### src/common/tmr_pkg.sv
// constants, types and field layout of the 8-bit compare timer
// Notes on behaviour
// - force strobe in non-PWM modes acts as an immediate compare match on the output
// - forced match sets no flag, raises no interrupt, never clears the counter
// - force strobe reads zero; software writes it zero in PWM modes
// - mode 00 normal, 01 phase-correct, 10 clear-on-match to compare, 11 fast
// - compare update immediate, at top or at bottom; overflow at MAX or BOTTOM
// - nonzero output mode overrides the port; direction bit enables the driver
// - non-PWM output modes: disconnect, toggle, clear, set on match
// - fast PWM: 10 clear on match set at bottom; 11 inverse; 01 reserved
// - phase-correct: 10 clear on up match, set on down match; 11 inverse
// - PWM with compare equal to top and upper mode bit: act at top instead
// - clock select: stop, undivided, then divide by 8,32,64,128,256,1024
// - counter write blocks compare match on the next timer clock
// - compare register compared continuously with counter; equality is a match
// - irq request when enable, flag and global enable are all set
// - compare flag sets on match; cleared by vector or writing one
// - overflow flag sets on overflow or PWM bottom turn; cleared likewise
// - external clock enable with async opens input buffer; crystal runs under async without it
// - async select picks I/O clock or oscillator pin as timer source
// - async writes set update-busy until value reaches its destination
// - counter reads live value; compare and control read temporary copies
// - prescaler reset bit self-clears, lingers in async, holds under sync hold
// - async written value latches after two rising oscillator edges
// - async flag synchronisation takes three processor cycles plus one timer cycle
package tmr_pkg;

  // ----------------------------------------------------------------
  // register offsets (byte addresses)
  // ----------------------------------------------------------------
  localparam logic [7:0] OFF_MODE_CONTROL   = 8'h00;
  localparam logic [7:0] OFF_COUNT_VALUE    = 8'h04;
  localparam logic [7:0] OFF_MATCH_VALUE    = 8'h08;
  localparam logic [7:0] OFF_IRQ_MASK       = 8'h0c;
  localparam logic [7:0] OFF_IRQ_FLAGS      = 8'h10;
  localparam logic [7:0] OFF_ASYNC_STATUS   = 8'h14;
  localparam logic [7:0] OFF_SHARED_CONTROL = 8'h18;

  // ----------------------------------------------------------------
  // field positions and values
  // ----------------------------------------------------------------
  localparam int unsigned BIT_CMP_IRQ       = 1;
  localparam int unsigned BIT_OVF_IRQ       = 0;
  localparam int unsigned BIT_EXT_CLK_EN    = 4;
  localparam int unsigned BIT_ASYNC_SEL     = 3;
  localparam int unsigned BIT_SYNC_HOLD     = 7;
  localparam int unsigned BIT_PRESCALE_RST  = 1;
  localparam int unsigned IDX_CTRL          = 0;
  localparam int unsigned IDX_MATCH         = 1;
  localparam int unsigned IDX_COUNT         = 2;
  localparam logic [7:0]  CNT_MAX           = 8'hff;
  localparam logic [7:0]  CNT_BOTTOM        = 8'h00;
  localparam logic [7:0]  REG_RESET         = 8'h00;
  localparam int unsigned FLAG_SYNC_CYCLES  = 3;
  localparam int unsigned PRE_W             = 10;

  // prescaler tap masks per clock select value
  localparam logic [7:0][PRE_W-1:0] PRE_MASK = {
    10'h3ff, 10'h0ff, 10'h07f, 10'h03f, 10'h01f, 10'h007, 10'h000, 10'h000};

  // ----------------------------------------------------------------
  // types
  // ----------------------------------------------------------------
  typedef enum logic [1:0] {
    WGM_NORMAL = 2'b00,
    WGM_PC_PWM = 2'b01,
    WGM_CTC    = 2'b10,
    WGM_FAST   = 2'b11
  } tmr_wgm_t;

  typedef enum logic [1:0] {
    XFER_IDLE  = 2'b00,
    XFER_WAIT  = 2'b01,
    XFER_EDGE1 = 2'b11
  } tmr_xfer_t;

  // mode_control_register layout, bit 7 down to bit 0
  typedef struct packed {
    logic       force_compare_strobe;
    logic       wgm_lo;
    logic [1:0] compare_output_mode_field;
    logic       wgm_hi;
    logic [2:0] clock_select_field;
  } tmr_ctrl_t;

endpackage

### src/logic/tmr_timer.sv
// 8-bit timer with one compare channel and a classic wishbone slave
//
// The address map and register access over Wishbone were left to the implementer.
`timescale 1ns/100ps
`default_nettype none
module tmr_timer #(
  parameter int unsigned FLAG_SYNC = tmr_pkg::FLAG_SYNC_CYCLES
) (
  // clock and reset
  input  wire logic        clk_i,
  input  wire logic        rst_i,
  // wishbone slave
  input  wire logic        wb_cyc_i,
  input  wire logic        wb_stb_i,
  input  wire logic        wb_we_i,
  input  wire logic [7:0]  wb_adr_i,
  input  wire logic [3:0]  wb_sel_i,
  input  wire logic [31:0] wb_dat_i,
  output logic      [31:0] wb_dat_o,
  output logic             wb_ack_o,
  // processor side
  input  wire logic        global_irq_enable_i,
  input  wire logic        compare_vector_ack_i,
  input  wire logic        overflow_vector_ack_i,
  output logic             compare_irq_o,
  output logic             overflow_irq_o,
  // pins
  input  wire logic        oscillator_input_pin_i,
  input  wire logic        port_dir_i,
  output logic             compare_output_pin_o,
  output logic             compare_output_override_o,
  output logic             compare_output_oe_o,
  output logic             ext_clock_buffer_en_o,
  output logic             crystal_osc_run_o
);

  // ----------------------------------------------------------------
  // state
  // ----------------------------------------------------------------
  tmr_pkg::tmr_ctrl_t ctrl_q;
  tmr_pkg::tmr_ctrl_t ctrl_tmp_q;
  logic [7:0]         cnt_q;
  logic [7:0]         cnt_tmp_q;
  logic [7:0]         ocr_q;
  logic [7:0]         ocr_tmp_q;
  logic [7:0]         ocr_buf_q;
  logic [1:0]         mask_q;
  logic [1:0]         flags_q;
  logic               async_sel_q;
  logic               ext_clk_q;
  logic               sync_hold_q;
  logic               psr_q;
  logic               osc_prev_q;
  logic               down_q;
  logic               block_q;
  logic               oc_q;
  logic               ack_q;
  logic [tmr_pkg::PRE_W-1:0] pre_q;
  logic [FLAG_SYNC-1:0][1:0] fsync_q;
  tmr_pkg::tmr_xfer_t        xfer_q [3];

  // ----------------------------------------------------------------
  // bus decode
  // ----------------------------------------------------------------
  logic       acc;
  logic       wr;
  logic       wr_shared;
  logic       wr_mask;
  logic       wr_flags;
  logic       wr_status;
  logic [2:0] wr_vec;
  logic [2:0] apply_vec;
  logic [2:0] busy;
  logic [7:0] wd;

  assign acc       = wb_cyc_i && wb_stb_i && !ack_q;
  assign wr        = acc && wb_we_i && wb_sel_i[0];
  assign wd        = wb_dat_i[7:0];
  assign wr_shared = wr && (wb_adr_i == tmr_pkg::OFF_SHARED_CONTROL);
  assign wr_mask   = wr && (wb_adr_i == tmr_pkg::OFF_IRQ_MASK);
  assign wr_flags  = wr && (wb_adr_i == tmr_pkg::OFF_IRQ_FLAGS);
  assign wr_status = wr && (wb_adr_i == tmr_pkg::OFF_ASYNC_STATUS);
  assign wr_vec[tmr_pkg::IDX_CTRL]  = wr && (wb_adr_i == tmr_pkg::OFF_MODE_CONTROL);
  assign wr_vec[tmr_pkg::IDX_MATCH] = wr && (wb_adr_i == tmr_pkg::OFF_MATCH_VALUE);
  assign wr_vec[tmr_pkg::IDX_COUNT] = wr && (wb_adr_i == tmr_pkg::OFF_COUNT_VALUE);
  assign wb_ack_o  = ack_q;

  always_ff @(posedge clk_i) begin
    if (rst_i) begin
      ack_q <= 1'b0;
    end else begin
      ack_q <= acc;
    end
  end

  // ----------------------------------------------------------------
  // timer source and prescaler
  // ----------------------------------------------------------------
  logic osc_rise;
  logic src_tick;
  logic tick;

  assign osc_rise = oscillator_input_pin_i && !osc_prev_q;
  assign src_tick = async_sel_q ? osc_rise : 1'b1;

  always_ff @(posedge clk_i) begin
    if (rst_i) begin
      osc_prev_q <= 1'b0;
    end else begin
      osc_prev_q <= oscillator_input_pin_i;
    end
  end

  always_ff @(posedge clk_i) begin
    if (rst_i) begin
      pre_q <= '0;
    end else if (psr_q) begin
      pre_q <= '0;
    end else if (src_tick) begin
      pre_q <= pre_q + 1'b1;
    end
  end

  always_comb begin
    case (ctrl_q.clock_select_field)
      3'h0:    tick = 1'b0;
      3'h1:    tick = src_tick;
      default: tick = src_tick && !psr_q &&
                      ((pre_q & tmr_pkg::PRE_MASK[ctrl_q.clock_select_field]) ==
                       tmr_pkg::PRE_MASK[ctrl_q.clock_select_field]);
    endcase
  end

  always_ff @(posedge clk_i) begin
    if (rst_i) begin
      psr_q       <= 1'b0;
      sync_hold_q <= 1'b0;
    end else begin
      if (wr_shared) begin
        sync_hold_q <= wd[tmr_pkg::BIT_SYNC_HOLD];
      end
      if (wr_shared && wd[tmr_pkg::BIT_PRESCALE_RST]) begin
        psr_q <= 1'b1;
      end else if (psr_q && !sync_hold_q && (!async_sel_q || src_tick)) begin
        psr_q <= 1'b0;
      end
    end
  end

  // ----------------------------------------------------------------
  // async status and write transfer
  // ----------------------------------------------------------------
  always_ff @(posedge clk_i) begin
    if (rst_i) begin
      async_sel_q <= 1'b0;
      ext_clk_q   <= 1'b0;
    end else if (wr_status) begin
      async_sel_q <= wd[tmr_pkg::BIT_ASYNC_SEL];
      ext_clk_q   <= wd[tmr_pkg::BIT_EXT_CLK_EN];
    end
  end

  assign ext_clock_buffer_en_o = ext_clk_q && async_sel_q;
  assign crystal_osc_run_o     = async_sel_q && !ext_clk_q;

  genvar gi;
  generate
    for (gi = 0; gi < 3; gi++) begin : g_xfer
      always_ff @(posedge clk_i) begin
        if (rst_i) begin
          xfer_q[gi] <= tmr_pkg::XFER_IDLE;
        end else if (wr_vec[gi] && async_sel_q) begin
          xfer_q[gi] <= tmr_pkg::XFER_WAIT;
        end else begin
          case (xfer_q[gi])
            tmr_pkg::XFER_IDLE:  xfer_q[gi] <= tmr_pkg::XFER_IDLE;
            tmr_pkg::XFER_WAIT:  if (osc_rise) xfer_q[gi] <= tmr_pkg::XFER_EDGE1;
            tmr_pkg::XFER_EDGE1: if (osc_rise) xfer_q[gi] <= tmr_pkg::XFER_IDLE;
            default:             xfer_q[gi] <= tmr_pkg::XFER_IDLE;
          endcase
        end
      end
      assign busy[gi]      = (xfer_q[gi] != tmr_pkg::XFER_IDLE);
      assign apply_vec[gi] = async_sel_q ?
                             (xfer_q[gi] == tmr_pkg::XFER_EDGE1 && osc_rise && !wr_vec[gi]) :
                             wr_vec[gi];
    end
  endgenerate

  // temporary copies; the control and compare copies are read back by software
  always_ff @(posedge clk_i) begin
    if (rst_i) begin
      ctrl_tmp_q <= tmr_pkg::tmr_ctrl_t'(tmr_pkg::REG_RESET);
      ocr_tmp_q  <= tmr_pkg::REG_RESET;
      cnt_tmp_q  <= tmr_pkg::REG_RESET;
    end else begin
      if (wr_vec[tmr_pkg::IDX_CTRL]) begin
        ctrl_tmp_q <= tmr_pkg::tmr_ctrl_t'(wd);
      end
      if (wr_vec[tmr_pkg::IDX_MATCH]) begin
        ocr_tmp_q <= wd;
      end
      if (wr_vec[tmr_pkg::IDX_COUNT]) begin
        cnt_tmp_q <= wd;
      end
    end
  end

  tmr_pkg::tmr_ctrl_t ctrl_new;
  logic [7:0]         ocr_new;
  logic [7:0]         cnt_new;
  assign ctrl_new = async_sel_q ? ctrl_tmp_q : tmr_pkg::tmr_ctrl_t'(wd);
  assign ocr_new  = async_sel_q ? ocr_tmp_q : wd;
  assign cnt_new  = async_sel_q ? cnt_tmp_q : wd;

  // ----------------------------------------------------------------
  // destination control and compare registers
  // ----------------------------------------------------------------
  logic force_evt;
  logic is_pwm;
  logic is_fast;
  logic is_pc;
  logic is_ctc;
  logic [7:0] top;
  logic [7:0] cmp_val;

  always_ff @(posedge clk_i) begin
    if (rst_i) begin
      ctrl_q <= tmr_pkg::tmr_ctrl_t'(tmr_pkg::REG_RESET);
    end else if (apply_vec[tmr_pkg::IDX_CTRL]) begin
      ctrl_q <= ctrl_new;
      ctrl_q.force_compare_strobe <= 1'b0;
    end
  end

  assign is_pwm  = ctrl_q.wgm_lo;
  assign is_fast = ({ctrl_q.wgm_hi, ctrl_q.wgm_lo} == tmr_pkg::WGM_FAST);
  assign is_pc   = ({ctrl_q.wgm_hi, ctrl_q.wgm_lo} == tmr_pkg::WGM_PC_PWM);
  assign is_ctc  = ({ctrl_q.wgm_hi, ctrl_q.wgm_lo} == tmr_pkg::WGM_CTC);
  assign top     = is_ctc ? ocr_q : tmr_pkg::CNT_MAX;
  assign cmp_val = is_pwm ? ocr_buf_q : ocr_q;
  assign force_evt = apply_vec[tmr_pkg::IDX_CTRL] && ctrl_new.force_compare_strobe &&
                     !ctrl_new.wgm_lo;

  always_ff @(posedge clk_i) begin
    if (rst_i) begin
      ocr_q     <= tmr_pkg::REG_RESET;
      ocr_buf_q <= tmr_pkg::REG_RESET;
    end else begin
      if (apply_vec[tmr_pkg::IDX_MATCH]) begin
        ocr_q <= ocr_new;
      end
      if (!is_pwm) begin
        ocr_buf_q <= ocr_q;
      end else if (tick && cnt_q == tmr_pkg::CNT_MAX && (is_fast || !down_q)) begin
        ocr_buf_q <= ocr_q;
      end
    end
  end

  // ----------------------------------------------------------------
  // counter
  // ----------------------------------------------------------------
  logic cmp_evt;
  logic ovf_evt;
  logic at_top;

  assign at_top  = (cnt_q == top);
  assign cmp_evt = tick && !block_q && (cnt_q == cmp_val);
  assign ovf_evt = tick && (is_pc ? (down_q && cnt_q == tmr_pkg::CNT_BOTTOM) :
                                    (cnt_q == tmr_pkg::CNT_MAX));

  always_ff @(posedge clk_i) begin
    if (rst_i) begin
      cnt_q   <= tmr_pkg::REG_RESET;
      down_q  <= 1'b0;
      block_q <= 1'b0;
    end else if (apply_vec[tmr_pkg::IDX_COUNT]) begin
      cnt_q   <= cnt_new;
      block_q <= 1'b1;
    end else if (tick) begin
      block_q <= 1'b0;
      if (is_pc) begin
        if (!down_q && cnt_q == tmr_pkg::CNT_MAX) begin
          down_q <= 1'b1;
          cnt_q  <= cnt_q - 8'h01;
        end else if (down_q && cnt_q == tmr_pkg::CNT_BOTTOM) begin
          down_q <= 1'b0;
          cnt_q  <= cnt_q + 8'h01;
        end else begin
          cnt_q  <= down_q ? cnt_q - 8'h01 : cnt_q + 8'h01;
        end
      end else begin
        down_q <= 1'b0;
        cnt_q  <= at_top ? tmr_pkg::CNT_BOTTOM : cnt_q + 8'h01;
      end
    end
  end

  // ----------------------------------------------------------------
  // waveform output
  // ----------------------------------------------------------------
  logic [1:0] com;
  logic       top_special;
  logic       pwm_match;

  assign com         = ctrl_q.compare_output_mode_field;
  assign top_special = is_pwm && com[1] && (cmp_val == tmr_pkg::CNT_MAX);
  assign pwm_match   = top_special ? (tick && cnt_q == tmr_pkg::CNT_MAX) : cmp_evt;

  always_ff @(posedge clk_i) begin
    if (rst_i) begin
      oc_q <= 1'b0;
    end else if (force_evt) begin
      case (ctrl_new.compare_output_mode_field)
        2'b01:   oc_q <= !oc_q;
        2'b10:   oc_q <= 1'b0;
        2'b11:   oc_q <= 1'b1;
        default: oc_q <= oc_q;
      endcase
    end else if (!is_pwm) begin
      if (cmp_evt) begin
        case (com)
          2'b01:   oc_q <= !oc_q;
          2'b10:   oc_q <= 1'b0;
          2'b11:   oc_q <= 1'b1;
          default: oc_q <= oc_q;
        endcase
      end
    end else if (com[1]) begin
      if (is_fast) begin
        if (pwm_match) begin
          oc_q <= com[0];
        end else if (tick && cnt_q == tmr_pkg::CNT_MAX) begin
          oc_q <= !com[0];
        end
      end else if (pwm_match) begin
        oc_q <= (down_q && !top_special) ? !com[0] : com[0];
      end
    end
  end

  assign compare_output_pin_o      = oc_q;
  assign compare_output_override_o = |com;
  assign compare_output_oe_o       = (|com) && port_dir_i;

  // ----------------------------------------------------------------
  // flags and interrupt requests
  // ----------------------------------------------------------------
  logic [1:0] evt;
  logic [1:0] set_vec;
  logic [1:0] clr_vec;

  assign evt     = {cmp_evt, ovf_evt};
  assign set_vec = async_sel_q ? fsync_q[FLAG_SYNC-1] : evt;
  assign clr_vec = ({2{wr_flags}} & wd[1:0]) |
                   {compare_vector_ack_i, overflow_vector_ack_i};

  always_ff @(posedge clk_i) begin
    if (rst_i) begin
      fsync_q <= '0;
    end else begin
      fsync_q <= {fsync_q[FLAG_SYNC-2:0], evt};
    end
  end

  always_ff @(posedge clk_i) begin
    if (rst_i) begin
      flags_q <= 2'b00;
    end else begin
      flags_q <= (flags_q & ~clr_vec) | set_vec;
    end
  end

  always_ff @(posedge clk_i) begin
    if (rst_i) begin
      mask_q <= 2'b00;
    end else if (wr_mask) begin
      mask_q <= wd[1:0];
    end
  end

  assign compare_irq_o  = global_irq_enable_i && mask_q[tmr_pkg::BIT_CMP_IRQ] &&
                          flags_q[tmr_pkg::BIT_CMP_IRQ];
  assign overflow_irq_o = global_irq_enable_i && mask_q[tmr_pkg::BIT_OVF_IRQ] &&
                          flags_q[tmr_pkg::BIT_OVF_IRQ];

  // ----------------------------------------------------------------
  // read data
  // ----------------------------------------------------------------
  logic [7:0] rd;

  always_comb begin
    case (wb_adr_i)
      tmr_pkg::OFF_MODE_CONTROL:   rd = {1'b0, ctrl_tmp_q[6:0]};
      tmr_pkg::OFF_COUNT_VALUE:    rd = cnt_q;
      tmr_pkg::OFF_MATCH_VALUE:    rd = ocr_tmp_q;
      tmr_pkg::OFF_IRQ_MASK:       rd = {6'h00, mask_q};
      tmr_pkg::OFF_IRQ_FLAGS:      rd = {6'h00, flags_q};
      tmr_pkg::OFF_ASYNC_STATUS:   rd = {3'h0, ext_clk_q, async_sel_q, busy};
      tmr_pkg::OFF_SHARED_CONTROL: rd = {sync_hold_q, 5'h00, psr_q, 1'b0};
      default:                     rd = 8'h00;
    endcase
  end

  always_ff @(posedge clk_i) begin
    if (rst_i) begin
      wb_dat_o <= 32'h0000_0000;
    end else if (acc && !wb_we_i) begin
      wb_dat_o <= {24'h00_0000, rd};
    end
  end
endmodule
`default_nettype wire

### config.mk
export PLATFORM = sky130hd
export DESIGN_NAME = tmr_timer
export DESIGN_NICKNAME = d
export VERILOG_FILES = /design/src/common/tmr_pkg.sv /design/src/logic/tmr_timer.sv
export SDC_FILE = /design/constraint.sdc
export NUM_CORES = 1
export LEC_CHECK = 0
export BUFFER_PORTS_ARGS = -buffer_cell sky130_fd_sc_hd__clkbuf_2
export CORE_ASPECT_RATIO = 0.75
export CORE_MARGIN = 2
export CORE_UTILIZATION = 59
export CTS_BUF_LIST = sky130_fd_sc_hd__clkbuf_8
export CTS_CLUSTER_DIAMETER = 40
export DETAILED_ROUTE_END_ITERATION = 12
export HOLD_SLACK_MARGIN = 0.03
export PLACE_DENSITY = 0.83
export SLEW_MARGIN = 20
export SYNTH_ARGS = -nofsm -noshare
export SYNTH_HDL_FRONTEND = slang
export SYNTH_SLANG_ARGS = --single-unit
### constraint.sdc
create_clock -name clk_i -period 3.35 [get_ports clk_i]
set_input_delay 0.67 -clock clk_i [delete_from_list [all_inputs] [get_ports clk_i]]
set_output_delay 0.67 -clock clk_i [all_outputs]
set_load 0.01 [all_outputs]
==> run metrics <==
status=complete, no violations; Distinct cells, synth=71; fin crit share=79.2%; Synth Area in XOR/XNOR=4.00%; Final Skew=0.0127 ns; Detail Route Antenna Nets=0; Overall Power=2.20 mW; placed cell area=0.00592 mm²; worst path bufs/invs=2; Detailed Routing Iterations Pass 1=5; Post-synth EDFFs=6; synthesized area=0.00569 mm²; GRT overflow=0; largest cells by area after synthesis=dfxtp_1 34%, mux2i_1 7.7%, nor2_1 6.3%, a21oi_1 4.9%, buf_4 3.4%; Post-synth ARST share=0%; Max VDD drop=0.280 mV; min-delay src=fsync_q[2]; Max Transition Viols Final=0; routed vias/inst=6.07; min cycle time layout=about 2.7 ns; total leakage power=about 2.4 nW; RR Startpoint=async_sel_q; global-route wire length before repair=23,800 µm; Hold Path Depth=1; slowest stage delay, CP=0.57 ns; Crit path arrival time=2.93 ns; clk sinks=104; antenna violations before repair=0; Max-cap violations=0; Seq/Total Area, Yosys=37.7%; most common cell in the netlist=dfxtp_1; Fin Hold WS=0.458 ns; Die Span Y=89.0 µm; Worst R2R Setup Slack=0.70 ns; largest net degree at the start of global routing=45; Vias=just over 5,000; vias in the first global route=~4,600; post-DR wirelength/cell=17.6 µm; worst-margin pin slew=0.928 ns; Final Net Count=roughly 760; hold violation count in the final report=0; fmax=377 MHz; final setup violating endpoints=0; RSZ-0062 raised after global routing=false; CTS-repair resized insts=0; Final HPWL DP=10,900 µm; Worst EP required=~3.6 ns; Yosys top cell by area=dfxtp_1; TritonCTS clock tree=built; mux cell area share after synthesis=9.06%; Synth Instances=676; Yosys Warn Count=0; HP Class=reg2reg; WL final=roughly 15,000 µm; crit-path leading delay family=compound AO/OA/AOI/OAI gates; FF+latch count, synth=104; area share of fa/ha/maj cells after synthesis=0.880%; Worst-Skew Late Latency=0.38 ns; core area=0.00920 mm²; Post-synth top cells=98 x dfxtp_1, 96 x nor2_1, 56 x a21oi_1; Area Overhead vs Synth=7.68%; PD cells=360 mW/mm²; Slowest cell on crit path=dfxtp_1; reg-to-reg endpoint=compare_output_pin_o; Ports=94; PortBufs=42; Root Driver=clkbuf_8; routability cong.=between 0.9 and 1; # fillers=760; Total Neg Setup Slack=0 ns; antenna diode count=0; Startpoint Class=flip-flop; worst reg2reg path depth=10; largest family of logic cells by synthesized area=simple AND/OR/NAND/NOR gates; final non-filler cell total=835; number of H-tree levels=3; Primary FF master, synth=dfxtp_1; endpoint class of the critical path=flip-flop; FP Rows=30; total CTS buffers=9; Reg area=0.00214 mm²; Design Area, Final=0.00612 mm²; Initial Util=61.9%; CTS clk-pin slew, worst paths=0.10 ns; post-synth top area share=34.5%; postcts setup bufs=0; fraction of layout cells with a size suffix above 1=14.6%; crit path kind=reg2reg; Max-slew headroom=38.1%; gr usage total=29.0%; cell breakdown of the critical path=buf_4 -> nor2b_1 -> a21oi_1 -> inv_1 -> ha_1 -> nor2_1 -> nor3_1 -> a211oi_1 -> o32a_1 -> o21ai_1; Die X=117 µm; Die ar.=between 0.01 and 0.015 mm²; CTS max path bufs=2; Hold-fix buffers, CTS=0; Post-Synth Simple-Gate Area=24.1%; synthesized area per cell=about 8.4 µm²; Remaining DRCs=0; area of the multi-input gates=approximately 0.0032 mm²; worst-path fanout max=14; Compound-Gate Fraction of Synth Area=between 10% and 20%; DRT iter0 DRCs=503; DP Cell Count=820; Worst Hold Path EP=fsync_q[4]
flip-flops by register name, summed over array words and instances (netlist names), 2 cells and up, named ones only:
name,flops
cnt_q,8
ocr_buf_q,8
wb_dat_o,8
ctrl_tmp_q,8
xfer_q,6
ctrl_q,4
ocr_q,8
flags_q,2
pre_q,10
fsync_q,6
mask_q,2
cnt_tmp_q,8
ocr_tmp_q,8
com,2
worst max-delay path by stage:
stage                     start                   end  cells past startpoint
floorplan           wb_adr_i[5]                down_q                      7
global placement    wb_adr_i[3]              cnt_q[2]                      6
detailed placement  wb_adr_i[1]              cnt_q[3]                      8
CTS                 async_sel_q  compare_output_pin_o                     10
global route        async_sel_q  compare_output_pin_o                     10
finish              async_sel_q  compare_output_pin_o                     10
power breakdown:
part / switching, mW / leakage, nW / internal [mW]
sequential: 0.00511 / 0.864 / 1.25
clock: 0.437 / 0.106 / 0.385
combinational: 0.0866 / 1.44 / 0.0383
total: 0.529 / 2.41 / 1.67
through the flow:
stage                     setup WS, ns  utilization (%)
after global placement           0.518             64.4
final                            0.698             66.6
after floorplan                  0.744                -
after detailed placement         0.469             64.4
after global routing             0.576             66.6
after CTS                        0.725             66.6
logic make-up after synthesis:
family,Yosys count
simple gates,273
mux,50
fa+ha+maj,4
flops,104
xor+xnor,26
buf+inv,78
other cells,1
compound gates,140
placed cells by master (no fill, tap or decap), drive strengths merged, types with 12 or more instances in the layout:
cell / n
inv: 14
xor2: 12
buf: 16
a211oi: 17
o21ai: 16
nor2: 96
nand2: 50
mux2i: 44
dfxtp: 98
clkbuf: 53
xnor2: 14
a21oi: 56
nor2b: 16
conb: 24
nand3: 27
area by class of cell:
class | count | share of cell area, %
well taps | 128 | 2.61
clock buffers | 11 | 2.47
multi-input cells | 517 | 52.9
flip-flops and latches | 104 | 35.0
clock inverters | 4 | 0.858
repair buffers | 58 | 5.39
inverters | 13 | 0.797
metal layers:
metal  global-route usage, %  vias to the layer above  part of all wire [%]
met5                       0                        -                     0
met4                    8.76                        0                   1.4
met3                    8.74                       30                    11
met2                    43.8                      266                    42
met1                    40.5                     2371                    46
li1                        -                     2403                     -
Note: power is estimated with default switching activity, not from simulation.
